<file path="config.mk">
export PLATFORM = sky130hd
export DESIGN_NAME = psd_vehicle_preemption
export DESIGN_NICKNAME = d
export VERILOG_FILES = /design/src/inc/psd_pkg.sv /design/src/rtl/psd_pulse_classifier.sv /design/src/rtl/psd_rate_div.sv /design/src/rtl/psd_vehicle_preemption.sv
export SDC_FILE = /design/constraint.sdc
export NUM_CORES = 2
export LEC_CHECK = 0
export ABC_AREA = 1
export BUFFER_PORTS_ARGS = -buffer_cell sky130_fd_sc_hd__buf_2
export CAP_MARGIN = 20
export CORE_MARGIN = 3
export CORE_UTILIZATION = 45
export CTS_BUF_LIST = sky130_fd_sc_hd__clkbuf_8
export DETAILED_ROUTE_END_ITERATION = 10
export GPL_TIMING_DRIVEN = 0
export HOLD_SLACK_MARGIN = 0.15
export SLEW_MARGIN = 20
export SYNTH_ARGS = -nofsm -noshare
export SYNTH_HDL_FRONTEND = slang
export SYNTH_SLANG_ARGS = --single-unit
</file>
<file path="constraint.sdc">
create_clock -name CLK_SYS -period 8.75 [get_ports CLK_SYS]
set_clock_uncertainty 0.1 [all_clocks]
set_input_delay 0.4375 -clock CLK_SYS [delete_from_list [all_inputs] [get_ports CLK_SYS]]
set_output_delay 0.4375 -clock CLK_SYS [all_outputs]
set_load 0.005 [all_outputs]
</file>
<file path="src/inc/psd_pkg.sv">
package psd_pkg;

  // structure
  localparam int PSD_NUM_CH = 2;
  localparam int PSD_NUM_SRC = 3;
  localparam int PSD_NUM_CLS = 2;
  localparam int PSD_CLS_TR = 0;
  localparam int PSD_CLS_EM = 1;
  localparam int PSD_PER_W = 24;
  localparam int PSD_PW_W = 16;
  localparam int PSD_CNT_W = 31;

  // clock rate
  localparam longint PSD_CLK_HZ = 100_000_000;

  // modulation figures in millihertz
  localparam longint PSD_TR_MHZ = 9_639;
  localparam longint PSD_EM_MHZ = 14_035;
  localparam longint PSD_TOL_MHZ = 255;
  localparam longint PSD_OUT_MHZ = 6_250;

  // times in their own units
  localparam longint PSD_VALID_MS = 500;
  localparam longint PSD_HOLD_SHORT_MS = 4_500;
  localparam longint PSD_HOLD_LONG_MS = 11_000;
  localparam longint PSD_FLASH_MS = 250;
  localparam longint PSD_THR_STEP_NS = 5_000;

  // derived cycle counts; shortest period rounds up, longest rounds down
  localparam int unsigned PSD_TR_PER_MIN =
    32'((PSD_CLK_HZ * 1000 + PSD_TR_MHZ + PSD_TOL_MHZ - 1) / (PSD_TR_MHZ + PSD_TOL_MHZ));
  localparam int unsigned PSD_TR_PER_MAX = 32'((PSD_CLK_HZ * 1000) / (PSD_TR_MHZ - PSD_TOL_MHZ));
  localparam int unsigned PSD_EM_PER_MIN =
    32'((PSD_CLK_HZ * 1000 + PSD_EM_MHZ + PSD_TOL_MHZ - 1) / (PSD_EM_MHZ + PSD_TOL_MHZ));
  localparam int unsigned PSD_EM_PER_MAX = 32'((PSD_CLK_HZ * 1000) / (PSD_EM_MHZ - PSD_TOL_MHZ));
  localparam int unsigned PSD_HALF_CYC = 32'((PSD_CLK_HZ * 1000) / (2 * PSD_OUT_MHZ));
  localparam int unsigned PSD_VALID_CYC = 32'(PSD_VALID_MS * PSD_CLK_HZ / 1000);
  localparam int unsigned PSD_HOLD_SHORT_CYC = 32'(PSD_HOLD_SHORT_MS * PSD_CLK_HZ / 1000);
  localparam int unsigned PSD_HOLD_LONG_CYC = 32'(PSD_HOLD_LONG_MS * PSD_CLK_HZ / 1000);
  localparam int unsigned PSD_FLASH_CYC = 32'(PSD_FLASH_MS * PSD_CLK_HZ / 1000);
  localparam int unsigned PSD_THR_STEP_CYC =
    32'((PSD_THR_STEP_NS * PSD_CLK_HZ + 64'd999_999_999) / 64'd1_000_000_000);

  // call tracking per class
  typedef enum logic [1:0] {
    PSD_IDLE,
    PSD_QUAL,
    PSD_CALL,
    PSD_HOLD
  } psd_call_state_t;

endpackage : psd_pkg

</file>
<file path="src/rtl/psd_pulse_classifier.sv">
`timescale 1ns/1ps
module psd_pulse_classifier
  import psd_pkg::*;
#(
  parameter int unsigned TR_MIN = PSD_TR_PER_MIN,
  parameter int unsigned TR_MAX = PSD_TR_PER_MAX,
  parameter int unsigned EM_MIN = PSD_EM_PER_MIN,
  parameter int unsigned EM_MAX = PSD_EM_PER_MAX
) (
  // clock and reset
  input wire logic clk,
  input wire logic srst,
  // detector pulse train and width thresholds
  input wire logic det,
  input wire logic [PSD_PW_W-1:0] thr_tr,
  input wire logic [PSD_PW_W-1:0] thr_em,
  // results
  output logic sig_tr,
  output logic sig_em,
  output logic lock_tr,
  output logic lock_em
);

  localparam logic [PSD_PER_W-1:0] TR_LO = PSD_PER_W'(TR_MIN);
  localparam logic [PSD_PER_W-1:0] TR_HI = PSD_PER_W'(TR_MAX);
  localparam logic [PSD_PER_W-1:0] EM_LO = PSD_PER_W'(EM_MIN);
  localparam logic [PSD_PER_W-1:0] EM_HI = PSD_PER_W'(EM_MAX);

  logic det_reg;
  logic [PSD_PER_W-1:0] per_reg;
  logic [PSD_PW_W-1:0] wid_reg;
  logic [PSD_PW_W-1:0] last_wid_reg;
  logic rise, fall, tr_ok, em_ok, tr_tmo, em_tmo;
  logic [PSD_PER_W-1:0] per_now;

  assign rise = det && !det_reg;
  assign fall = !det && det_reg;
  assign per_now = per_reg + 1'b1;
  // period between rising edges against each acceptance window
  assign tr_ok = per_now >= TR_LO && per_now <= TR_HI && last_wid_reg >= thr_tr;
  assign em_ok = per_now >= EM_LO && per_now <= EM_HI && last_wid_reg >= thr_em;
  assign tr_tmo = per_reg >= TR_HI;
  assign em_tmo = per_reg >= EM_HI;

  always_ff @(posedge clk) begin
    det_reg <= srst ? 1'b0 : det;
  end

  // saturating at reset keeps the first edge out of both windows
  always_ff @(posedge clk) begin
    if (srst) begin
      per_reg <= '1;
    end else if (rise) begin
      per_reg <= '0;
    end else if (per_reg != '1) begin
      per_reg <= per_now;
    end
  end

  always_ff @(posedge clk) begin
    if (srst) begin
      wid_reg <= '0;
      last_wid_reg <= '0;
    end else begin
      if (rise) begin
        wid_reg <= PSD_PW_W'(1);
      end else if (det && wid_reg != '1) begin
        wid_reg <= wid_reg + 1'b1;
      end
      if (fall) begin
        last_wid_reg <= wid_reg;
      end
    end
  end

  // any stray period drops the lock, so mixed transit trains never hold an emergency lock
  always_ff @(posedge clk) begin
    if (srst) begin
      lock_tr <= 1'b0;
      lock_em <= 1'b0;
    end else if (rise) begin
      lock_tr <= tr_ok;
      lock_em <= em_ok;
    end else begin
      lock_tr <= lock_tr && !tr_tmo;
      lock_em <= lock_em && !em_tmo;
    end
  end

  // a pulse above the range threshold lights the signal indicator
  always_ff @(posedge clk) begin
    if (srst) begin
      sig_tr <= 1'b0;
      sig_em <= 1'b0;
    end else begin
      sig_tr <= (fall && wid_reg >= thr_tr) || (sig_tr && !tr_tmo);
      sig_em <= (fall && wid_reg >= thr_em) || (sig_em && !tr_tmo);
    end
  end

endmodule : psd_pulse_classifier

</file>
<file path="src/rtl/psd_rate_div.sv">
`timescale 1ns/1ps
module psd_rate_div
  import psd_pkg::*;
#(
  parameter int unsigned LIMIT = PSD_HALF_CYC
) (
  // clock and reset
  input wire logic clk,
  input wire logic srst,
  // restart the interval
  input wire logic clr,
  // one-cycle pulse each LIMIT cycles
  output logic tick
);

  localparam logic [PSD_CNT_W-1:0] LAST = PSD_CNT_W'(LIMIT - 1);

  logic [PSD_CNT_W-1:0] cnt_reg;

  always_ff @(posedge clk) begin
    if (srst || clr || cnt_reg == LAST) begin
      cnt_reg <= '0;
    end else begin
      cnt_reg <= cnt_reg + 1'b1;
    end
  end

  assign tick = !clr && cnt_reg == LAST;

endmodule : psd_rate_div

</file>
<file path="src/rtl/psd_vehicle_preemption.sv">
// What this block does
// - Transit and emergency are told apart only by modulation frequency; transit near 9.64 Hz.
// - Accept transit at 9.639 Hz and emergency at 14.035 Hz, each within 0.255 Hz.
// - A coded signal becomes valid only after more than 0.50 s of continuous reception.
// - Mixed transit signals, up to ten or more, never count as emergency.
// - A valid call survives signal loss for 4.5 s or 11 s, selectable.
// - Emergency calls take priority over transit calls when both are present.
// - A transit call drives the output as a 6.25 Hz square wave, 50 % duty.
// - An emergency call holds the output steadily asserted.
// - Asserted output pulls the controller input low; otherwise released, open collector.
// - Two independent channels, each with its own detection state and output.
// - Each channel takes one main and two auxiliary detector inputs.
// - Test switch: down exercises transit, up exercises emergency, centre off.
// - Per class and channel, a signal indicator shows input above threshold.
// - Per class and channel, a call indicator shows a steady valid coded signal.
// - A merged lamp flashes for signal and lights steadily for call.
// - Three range settings per class per channel set the detection threshold.
`timescale 1ns/1ps
module psd_vehicle_preemption
  import psd_pkg::*;
#(
  parameter int unsigned TR_PER_MIN = PSD_TR_PER_MIN,
  parameter int unsigned TR_PER_MAX = PSD_TR_PER_MAX,
  parameter int unsigned EM_PER_MIN = PSD_EM_PER_MIN,
  parameter int unsigned EM_PER_MAX = PSD_EM_PER_MAX,
  parameter int unsigned VALID_CYC = PSD_VALID_CYC,
  parameter int unsigned HOLD_SHORT_CYC = PSD_HOLD_SHORT_CYC,
  parameter int unsigned HOLD_LONG_CYC = PSD_HOLD_LONG_CYC,
  parameter int unsigned HALF_CYC = PSD_HALF_CYC,
  parameter int unsigned FLASH_CYC = PSD_FLASH_CYC
) (
  // clock and reset
  input wire logic CLK_SYS,
  input wire logic SRST,
  // detector pulse trains
  input wire logic [PSD_NUM_CH-1:0] DET_MAIN,
  input wire logic [PSD_NUM_CH-1:0][1:0] DET_AUX,
  // front panel settings
  input wire logic [PSD_NUM_CH-1:0][PSD_NUM_SRC-1:0][1:0] RANGE_TR,
  input wire logic [PSD_NUM_CH-1:0][PSD_NUM_SRC-1:0][1:0] RANGE_EM,
  input wire logic [PSD_NUM_CH-1:0] HOLD_LONG,
  input wire logic [PSD_NUM_CH-1:0] TEST_DN,
  input wire logic [PSD_NUM_CH-1:0] TEST_UP,
  // controller outputs, open collector
  output logic [PSD_NUM_CH-1:0] PREEMPT_LVL,
  output logic [PSD_NUM_CH-1:0] PREEMPT_DRV_N,
  // front panel indicators
  output logic [PSD_NUM_CH-1:0] SIG_TR,
  output logic [PSD_NUM_CH-1:0] SIG_EM,
  output logic [PSD_NUM_CH-1:0] CALL_TR,
  output logic [PSD_NUM_CH-1:0] CALL_EM,
  output logic [PSD_NUM_CH-1:0] LAMP_TR,
  output logic [PSD_NUM_CH-1:0] LAMP_EM
);

  localparam logic [PSD_CNT_W-1:0] VALID_LIM = PSD_CNT_W'(VALID_CYC);
  localparam logic [PSD_CNT_W-1:0] HOLD_S_LIM = PSD_CNT_W'(HOLD_SHORT_CYC - 1);
  localparam logic [PSD_CNT_W-1:0] HOLD_L_LIM = PSD_CNT_W'(HOLD_LONG_CYC - 1);

  // range code 0 is the most sensitive setting
  function automatic logic [PSD_PW_W-1:0] thr_of(input logic [1:0] code);
    logic [31:0] prod;
    prod = (32'(code) + 32'd1) * PSD_THR_STEP_CYC;
    return prod[PSD_PW_W-1:0];
  endfunction : thr_of

  // per source results
  logic [PSD_NUM_CH-1:0][PSD_NUM_SRC-1:0] det_src;
  logic [PSD_NUM_CH-1:0][PSD_NUM_SRC-1:0] lock_tr;
  logic [PSD_NUM_CH-1:0][PSD_NUM_SRC-1:0] lock_em;
  logic [PSD_NUM_CH-1:0][PSD_NUM_SRC-1:0] sig_tr;
  logic [PSD_NUM_CH-1:0][PSD_NUM_SRC-1:0] sig_em;

  // per class tracking
  logic [PSD_NUM_CH-1:0][PSD_NUM_CLS-1:0] present;
  logic [PSD_NUM_CH-1:0][PSD_NUM_CLS-1:0] call_valid;
  logic [PSD_NUM_CH-1:0][PSD_CNT_W-1:0] hold_lim;
  psd_call_state_t state_reg [PSD_NUM_CH][PSD_NUM_CLS];
  psd_call_state_t state_next [PSD_NUM_CH][PSD_NUM_CLS];
  logic [PSD_CNT_W-1:0] cnt_reg [PSD_NUM_CH][PSD_NUM_CLS];
  logic [PSD_CNT_W-1:0] cnt_next [PSD_NUM_CH][PSD_NUM_CLS];

  // output shaping
  logic [PSD_NUM_CH-1:0] em_on;
  logic [PSD_NUM_CH-1:0] tr_on;
  logic [PSD_NUM_CH-1:0] half_tick;
  logic [PSD_NUM_CH-1:0] phase_reg;
  logic flash_tick;
  logic flash_reg;

  genvar ch, src, cls;

  generate
    for (ch = 0; ch < PSD_NUM_CH; ch++) begin : g_ch
      // main detector plus two auxiliaries
      assign det_src[ch] = {DET_AUX[ch], DET_MAIN[ch]};

      for (src = 0; src < PSD_NUM_SRC; src++) begin : g_src
        psd_pulse_classifier #(
          .TR_MIN(TR_PER_MIN),
          .TR_MAX(TR_PER_MAX),
          .EM_MIN(EM_PER_MIN),
          .EM_MAX(EM_PER_MAX)
        ) u_cls (
          .clk(CLK_SYS),
          .srst(SRST),
          .det(det_src[ch][src]),
          .thr_tr(thr_of(RANGE_TR[ch][src])),
          .thr_em(thr_of(RANGE_EM[ch][src])),
          .sig_tr(sig_tr[ch][src]),
          .sig_em(sig_em[ch][src]),
          .lock_tr(lock_tr[ch][src]),
          .lock_em(lock_em[ch][src])
        );
      end

      // any one source is enough to carry the channel
      assign present[ch][PSD_CLS_TR] = |lock_tr[ch];
      assign present[ch][PSD_CLS_EM] = |lock_em[ch];

      assign hold_lim[ch] = HOLD_LONG[ch] ? HOLD_L_LIM : HOLD_S_LIM;

      for (cls = 0; cls < PSD_NUM_CLS; cls++) begin : g_cls
        always_comb begin
          state_next[ch][cls] = state_reg[ch][cls];
          cnt_next[ch][cls] = cnt_reg[ch][cls];
          case (state_reg[ch][cls])
            PSD_IDLE: begin
              cnt_next[ch][cls] = '0;
              if (present[ch][cls]) begin
                state_next[ch][cls] = PSD_QUAL;
              end
            end
            PSD_QUAL: begin
              // the lock must stay up without a break; one gap restarts it
              if (!present[ch][cls]) begin
                state_next[ch][cls] = PSD_IDLE;
                cnt_next[ch][cls] = '0;
              end else if (cnt_reg[ch][cls] >= VALID_LIM) begin
                state_next[ch][cls] = PSD_CALL;
                cnt_next[ch][cls] = '0;
              end else begin
                cnt_next[ch][cls] = cnt_reg[ch][cls] + 1'b1;
              end
            end
            PSD_CALL: begin
              cnt_next[ch][cls] = '0;
              if (!present[ch][cls]) begin
                state_next[ch][cls] = PSD_HOLD;
              end
            end
            PSD_HOLD: begin
              if (present[ch][cls]) begin
                state_next[ch][cls] = PSD_CALL;
                cnt_next[ch][cls] = '0;
              end else if (cnt_reg[ch][cls] >= hold_lim[ch]) begin
                state_next[ch][cls] = PSD_IDLE;
                cnt_next[ch][cls] = '0;
              end else begin
                cnt_next[ch][cls] = cnt_reg[ch][cls] + 1'b1;
              end
            end
            default: begin
              state_next[ch][cls] = PSD_IDLE;
              cnt_next[ch][cls] = '0;
            end
          endcase
        end

        always_ff @(posedge CLK_SYS) begin
          if (SRST) begin
            state_reg[ch][cls] <= PSD_IDLE;
          end else begin
            state_reg[ch][cls] <= state_next[ch][cls];
          end
        end

        always_ff @(posedge CLK_SYS) begin
          if (SRST) begin
            cnt_reg[ch][cls] <= '0;
          end else begin
            cnt_reg[ch][cls] <= cnt_next[ch][cls];
          end
        end

        assign call_valid[ch][cls] = state_reg[ch][cls] == PSD_CALL || state_reg[ch][cls] == PSD_HOLD;
      end

      // test switch stands in for a valid signal of its class
      assign em_on[ch] = call_valid[ch][PSD_CLS_EM] || TEST_UP[ch];
      // emergency masks transit on the shared output
      assign tr_on[ch] = (call_valid[ch][PSD_CLS_TR] || TEST_DN[ch]) && !em_on[ch];

      // restarting the divider keeps the first asserted half full length
      psd_rate_div #(
        .LIMIT(HALF_CYC)
      ) u_half (
        .clk(CLK_SYS),
        .srst(SRST),
        .clr(!tr_on[ch]),
        .tick(half_tick[ch])
      );

      always_ff @(posedge CLK_SYS) begin
        if (SRST || !tr_on[ch]) begin
          phase_reg[ch] <= 1'b1;
        end else if (half_tick[ch]) begin
          phase_reg[ch] <= !phase_reg[ch];
        end
      end

      // low enable sinks the controller input; high releases it
      always_ff @(posedge CLK_SYS) begin
        if (SRST) begin
          PREEMPT_DRV_N[ch] <= 1'b1;
        end else begin
          PREEMPT_DRV_N[ch] <= !(em_on[ch] || (tr_on[ch] && phase_reg[ch]));
        end
      end

      // the pin only ever sinks, so its driven level is always low
      always_ff @(posedge CLK_SYS) begin
        PREEMPT_LVL[ch] <= 1'b0;
      end

      always_ff @(posedge CLK_SYS) begin
        if (SRST) begin
          SIG_TR[ch] <= 1'b0;
          SIG_EM[ch] <= 1'b0;
        end else begin
          SIG_TR[ch] <= |sig_tr[ch];
          SIG_EM[ch] <= |sig_em[ch];
        end
      end

      always_ff @(posedge CLK_SYS) begin
        if (SRST) begin
          CALL_TR[ch] <= 1'b0;
          CALL_EM[ch] <= 1'b0;
        end else begin
          CALL_TR[ch] <= call_valid[ch][PSD_CLS_TR] || TEST_DN[ch];
          CALL_EM[ch] <= em_on[ch];
        end
      end

      // steady for call, flashing for signal only
      always_ff @(posedge CLK_SYS) begin
        if (SRST) begin
          LAMP_TR[ch] <= 1'b0;
          LAMP_EM[ch] <= 1'b0;
        end else begin
          LAMP_TR[ch] <= call_valid[ch][PSD_CLS_TR] || TEST_DN[ch] || (|sig_tr[ch] && flash_reg);
          LAMP_EM[ch] <= em_on[ch] || (|sig_em[ch] && flash_reg);
        end
      end
    end
  endgenerate

  // one flash rate shared by every lamp so they blink together
  psd_rate_div #(
    .LIMIT(FLASH_CYC)
  ) u_flash (
    .clk(CLK_SYS),
    .srst(SRST),
    .clr(1'b0),
    .tick(flash_tick)
  );

  always_ff @(posedge CLK_SYS) begin
    if (SRST) begin
      flash_reg <= 1'b0;
    end else if (flash_tick) begin
      flash_reg <= !flash_reg;
    end
  end

endmodule : psd_vehicle_preemption

</file>
=== Yosys cells after proc, flatten, opt, wreduce, memory -nomap -nowiden ===
Memory sizes are Yosys's and may differ from the RTL's.
Index checks and enable logic that the tools add are counted.

* Flip-flop bits (word level): 476
* Bits in latches: 0
* Bits in writable memories: 132
* ROM bits: 0
* Input bits: 38
* Output and inout port bits: 16
* Logic and storage cells: 505
* Memories kept: 2

{| class="wikitable"
|+ Memory list
! name !! words !! bits a word !! rd ports !! clocked after Yosys merged registers in !! write ports !! RTL line !! text
|-
| cnt_reg || 2 || 62 || 2 || 0 || 2 || psd_vehicle_preemption.sv:80 || <nowiki>logic [PSD_CNT_W-1:0] cnt_reg [PSD_NUM_CH][PSD_NUM_CLS];</nowiki>
|-
| state_reg || 2 || 4 || 2 || 0 || 2 || psd_vehicle_preemption.sv:78 || <nowiki>psd_call_state_t state_reg [PSD_NUM_CH][PSD_NUM_CLS];</nowiki>
|}

* $add $sub $neg: 31
* Multipliers: 12
* Divide/modulo/power cells: 0
* Order comparisons: 68
* Equal/unequal tests: 27
* Shifts and indexed selects: 0
* Multiplexer cells: 97
* Bitwise operators: 8
* Reductions and logical operators: 186

{| class="wikitable"
|+ Operator list
! cell !! number
|-
| 31-bit 2-to-1 mux || 22
|-
| 16-bit by 12-bit greater-or-equal comparator with 1-bit output || 24
|-
| 31-bit case mux with 3 select lines || 4
|-
| 24-bit by 23-bit greater-or-equal comparator with 1-bit output (second input constant) || 12
|-
| 24-bit greater-or-equal comparator (second input constant) || 12
|-
| 24-bit 2-to-1 mux || 12
|-
| 31-bit by 1-bit adder with 31-bit output (second input constant) || 7
|-
| 24-bit by 1-bit adder with 24-bit output (second input constant) || 6
|-
| 24-bit by 23-bit <= comparator with 1-bit output (second input constant) || 6
|-
| 24-bit <= comparator (second input constant) || 6
|-
| 24-bit inequality test (second input constant) || 6
|-
| 31-bit by 26-bit greater-or-equal comparator with 1-bit output (second input constant) || 4
|-
| 31-bit greater-or-equal comparator || 4
|-
| 3-bit by 7-bit multiplier with 10-bit output (second input constant) || 12
|-
| 16-bit by 1-bit adder with 16-bit output (second input constant) || 6
|-
| 16-bit inequality test (second input constant) || 6
|-
| 1-bit logical AND || 88
|-
| 31-bit by 23-bit equality test with 1-bit output (second input constant) || 2
|-
| 2-bit 2-to-1 mux || 28
|-
| 2-bit by 1-bit adder with 3-bit output (second input constant) || 12
|-
| 1-bit zero test || 33
|-
| 2-bit case mux with 4 select lines || 4
|-
| 31-bit by 25-bit equality test with 1-bit output (second input constant) || 1
|-
| 1-bit logical OR || 31
|-
| other kinds (8) || 81
|}

=== Logic depth before layout (Yosys ltp) ===
An unclocked memory read counts as a cell.

* Depth in word-level cells: 9
* Depth in mapped cells: 18
* Gate-level depth less buffers: 18

=== Cells and area by module ===
Synthesis repeated with hierarchy kept, for this count alone.

* Cells, all modules: 7398
* Area, all modules: 48446.5 µm²

{| class="wikitable"
|+ Modules (own cells, without submodules)
! module !! times used !! cells an instance !! area each (µm²) !! sequential area each (µm²)
|-
| psd_pulse_classifier || 6 || 786 || 5096.1 || 1221.2
|-
| psd_vehicle_preemption || 1 || 1829 || 12599.6 || 2982.9
|-
| psd_rate_div at g_ch[0].u_half ... || 2 || 282 || 1741.7 || 620.6
|-
| psd_rate_div at u_flash || 1 || 289 || 1786.7 || 620.6
|}

=== Worst setup path before layout ===
OpenSTA, ideal clock, no wires.

* Kind: input-to-reg
* From: in RANGE_TR[4] (netlist bit)
* To: reg g_ch[0].g_src[2].u_cls.lock_tr
* Setup time: 125 ps
* Arrival: 2889 ps
* Required time: 8525 ps
* Setup slack: 5636 ps
* Stages: 17
* Buffers on the path: 0
* Cell sequence: inv_1 -> ha_1 -> xnor2_1 -> ha_1 -> inv_1 -> fa_1 -> xnor2_1 -> xor2_1 -> ha_1 -> nand3_1 -> nor2_1 -> a21oi_1 -> nand3_1 -> a31oi_1 -> nor2_1 -> nand2_1 -> a21oi_1

* Cells in the longest elaborated chain, start to end: 5

{| class="wikitable"
|+ RTL lines
! what !! RTL line !! text
|-
| from (decl) || psd_vehicle_preemption.sv:39 || <nowiki>input wire logic [PSD_NUM_CH-1:0][PSD_NUM_SRC-1:0][1:0] RANGE_TR,</nowiki>
|-
| 2-bit by 1-bit adder with 3-bit output || psd_vehicle_preemption.sv:63 || <nowiki>prod = (32'(code) + 32'd1) * PSD_THR_STEP_CYC;</nowiki>
|-
| 3-bit by 7-bit multiplier with 10-bit output || psd_vehicle_preemption.sv:63 ||
|-
| 16-bit by 12-bit greater-or-equal comparator with 1-bit output || psd_pulse_classifier.sv:40 || <nowiki>assign tr_ok = per_now >= TR_LO && per_now <= TR_HI && last_wid_reg >= thr_tr;</nowiki>
|-
| 1-bit logical AND || psd_pulse_classifier.sv:40 ||
|-
| 1-bit 2-to-1 mux || psd_pulse_classifier.sv:81 || <nowiki>end else if (rise) begin</nowiki>
|-
| to (signal assigned) || psd_pulse_classifier.sv:82 || <nowiki>lock_tr <= tr_ok;</nowiki>
|-
| to (signal assigned) || psd_pulse_classifier.sv:85 || <nowiki>lock_tr <= lock_tr && !tr_tmo;</nowiki>
|-
| to (decl) || psd_pulse_classifier.sv:20 || <nowiki>output logic lock_tr,</nowiki>
|}

No other way between the ends.
A chain may end at the register's enable or synchronous reset.

==> impl_metrics.csv <==
group,metric,value,unit
outcome,outcome,"finished clean",
die,initial_standard_cell_utilization_of_the_core,45.76,%
timing,transition_at_the_pin_with_the_smallest_max_transition_slack,1.128,ns
route,detailedRoute.firstIterationViolations,2861,
timing,clock.fmax,295.9,MHz
timing,setup_repair_after_global_routing_missed_its_margin,"no",
logic_synthesis,synth_most_common_cell,"nand2_1",
setup_path,critPathMaxFanout,10,
setup_path,setup.worst_path.end_class,"flop",
clocking,cts.root.buffer_cell,"clkbuf_8",
clocking,numClockSinks,608,
flow_run,cap_violations,0,
grt,global_route_total_usage_across_every_layer,23.72,%
hold_path,hp-class,"flop to flop",
logic_synthesis,yosysWarningCount,0,
setup_path,worst_ep_required_time,9.30,ns
placement,dp.final_hpwl,93.43,mm
die,design.core.area,94170,sq um
die,boundaryPins,54,
clocking,cts_resized,0,
logic_synthesis,synthDistinctLibCells,74,
setup_path,critical-path-slowest-cell,"clkbuf_1",
final_layout,largest_reg_flops,144,
logic_synthesis,synth_commonest_cells,"nand2_1, inv_1, nor2_1",
timing,report.final.hold_viol_count,0,
grt,grt_pass1_vias,38900,
clocking,clk-insertion-delay-late,0.77,ns
setup_path,critical_path.n_buffers_inverters,8,
power_and_ir_drop,p_leak,21.38,nW
clocking,cts_buffers,112,
clocking,cts-root-to-sink-buffers,3,
clocking,path_clk_slew,0.06,ns
route,via_per_inst,5.214,
power_and_ir_drop,peakVddDrop,138.5,uV
logic_synthesis,synthDominantAreaCellType,"dfxtp_1",
route,detail-route-antenna-nets,0,
logic_synthesis,post_synth_inst_count,6434,
final_layout,fraction_of_layout_cells_with_a_size_suffix_above_1,7.679,%
logic_synthesis,synth_edf_count,0,
die,fp-row-count,112,
timing,setup_tns,0,ns
setup_path,crit_type,"input pin to flop",
logic_synthesis,synth.area.mux_share,0,%
logic_synthesis,asyncSetResetFlopFracSynth,0,%
clocking,cts_tree,"yes",
final_layout,final_design_area_no_fill,47780,sq um
grt,grt_overflow,0,
setup_path,slowest_delay,0.78,ns
setup_path,cp-start-kind,"input pin",
logic_synthesis,syn_area,43090,sq um
logic_synthesis,synth-main-ff-cell,"dfxtp_1",
timing,timing.max_slew.rel_slack,24.83,%
route,detail_route.first_pass.iterations,6,
final_layout,fin_nets,7101,
die,floorplan.die.width,315.5,um
logic_synthesis,post_synthesis_adder_cell_area_fraction,13.45,%
die,overall_die_area,99510,sq um
timing,setup_viol,0,
timing,layout_min_cycle_time,3.379,ns
timing,report.final.slew_viol_count,0,
logic_synthesis,synthSimpleGateAreaFrac,33.54,%
timing,final_min_period_over_clock_period,38.62,%
placement,finalWeightedCongestion,0.9288,
logic_synthesis,share_of_the_synthesized_area_in_compound_gates_ao_oa_aoi_oai,12.74,%
logic_synthesis,synth_top_family_by_area,"simple AND/OR/NAND/NOR gates",
logic_synthesis,synth_area_per_cell,6.698,sq um
grt,global_route_wire_length_before_repair,196.4,mm
setup_path,cp.arrival,3.93,ns
setup_path,logic_depth_of_the_worst_register_to_register_path,12,
setup_path,crit_path_cell_trace,"dlygate4sd3_1 > clkbuf_2 > buf_16 > inv_1 > buf_2 > buf_1 > buf_8 > clkbuf_1 > o21ai_0 > a21oi_1",
logic_synthesis,postSynthRegisterBits,608,
grt,grt_max_degree,18,
final_layout,n_fill_cell,9708,
grt,initial_antenna_violation_count,5,
placement,placed_cell_area,44950,sq um
route,route.final.wire_length,119.7,mm
logic_synthesis,ys_top_cells_by_area,"dfxtp_1, ha_1, nand2_1, inv_1, nor2_1",
setup_path,cp.depth,10,
power_and_ir_drop,power_density,157.3,nW/um^2
placement,placement.io_buffers,50,
setup_path,path_delay_family,"buffers and inverters",
clocking,htree_levels,3,
hold_path,hold_depth,1,
route,vias,41530,
die,die_y,315.5,um
logic_synthesis,post_synth_xor_area_fraction,2.918,%
route,drc_errors,0,
route,drt-wirelength-per-cell,15.02,um
logic_synthesis,synth_seq_area_share,28.25,%
logic_synthesis,post-synth-top-area-fraction,28.25,%
final_layout,synthToLayoutAreaGrowth,10.88,%
## layout by cell type, fill, tap and decap left out, types with 24 or more instances in the layout
master / synthesis / layout
ha_1: 425 / 425
xnor2_1: 33 / 33
o21ai_0: 415 / 415
nand4_1: 175 / 175
dfxtp_1: 608 / 608
inv_1: 917 / 939
fa_1: 24 / 24
xor2_1: 105 / 105
nand2_2: 45 / 45
o211ai_1: 30 / 30
a21oi_1: 402 / 402
nor4_1: 78 / 78
nand3_1: 327 / 327
nor2_2: 69 / 69
clkbuf_8: 0 / 144
nor3_1: 214 / 212
buf_2: 19 / 69
nor2_1: 842 / 842
nor2_4: 31 / 31
nand2_1: 1311 / 1311
clkbuf_1: 55 / 53
a211oi_1: 24 / 24
## where the power goes
group	switching, mW	total, mW	leakage (nW)	internal, mW
Clock	1.32	3.23	1.44	1.90
Sequential	0.119	2.99	4.96	2.87
Combinational	0.890	1.30	15.0	0.407
## metal layers
| layer | GRT usage [%] | vias up | wire length [um] |
|---|---|---|---|
| li1 | - | 21550 | - |
| met3 | 3.303 | 200 | 4786 |
| met1 | 32.46 | 18980 | 58270 |
| met5 | 0 | - | 0 |
| met4 | 7.491 | 0 | 3527 |
| met2 | 38.61 | 794 | 53070 |
## worst reg2reg max path, stage by stage (launching register included)
cell and delay (ns):
dfxtp_1 0.49, ha_1 0.31, nand3_2 0.16, nor2_4 0.22, nand3_2 0.15, xor2_1 0.28
nand2_1 0.18, nor3_1 0.32, nand3_1 0.13, nand3_1 0.10, nand2_1 0.05, nand2_1 0.05
nand2_1 0.04
## worst paths after layout
check	from	slack, ns	endpoint
max	SRST	5.37	g_ch[0].g_src[2].u_cls.last_wid_reg[5]
min	g_ch[1].u_half.cnt_reg[0]	0.34	g_ch[1].u_half.cnt_reg[0]
max reg2reg	g_ch[0].g_src[1].u_cls.per_reg[0]	6.03	g_ch[0].g_src[1].u_cls.lock_tr
min reg2reg	g_ch[1].u_half.cnt_reg[0]	0.34	g_ch[1].u_half.cnt_reg[0]
## cell type report
cell class              instances  area [sq um]  area share, %
well taps                    1254          1569          3.284
multi-input cells            4803         27020          56.54
repair buffers                 65         422.9         0.8851
clock buffers                 144          1982          4.148
plain buffers                  88         406.6         0.8510
flip-flops and latches        608         12170          25.47
inverters                     936          3515          7.356
clock inverters                63         691.9          1.448
diodes                          3         7.507        0.01571
## cells by family after synthesis
logic type | Yosys count
AO/OA/AOI/OAI | 1003
XOR/XNOR | 141
adder cells (fa/ha/maj) | 449
buffers and inverters | 1024
flip-flops | 608
other | 1
AND/OR/NAND/NOR | 3208
## stage by stage
stage	util [%]	hold slack, ns	total power [mW]	std cells	worst slack, ns
floorplan	-	0.3173	3.958	6435	5.636
global placement	47.70	0.3303	4.306	7739	4.603
detailed placement	47.73	0.3377	4.324	7740	4.849
CTS	50.71	0.3174	7.583	7960	5.181
global route	50.74	0.3701	7.914	7963	5.337
finish	50.74	0.3434	7.516	7964	5.371
## timing repair
item	CTS	global route
hold buffers	13	0
endpoints found under the hold margin	78	0
setup buffers	0	0
Note: power is estimated with default switching activity, not from simulation.
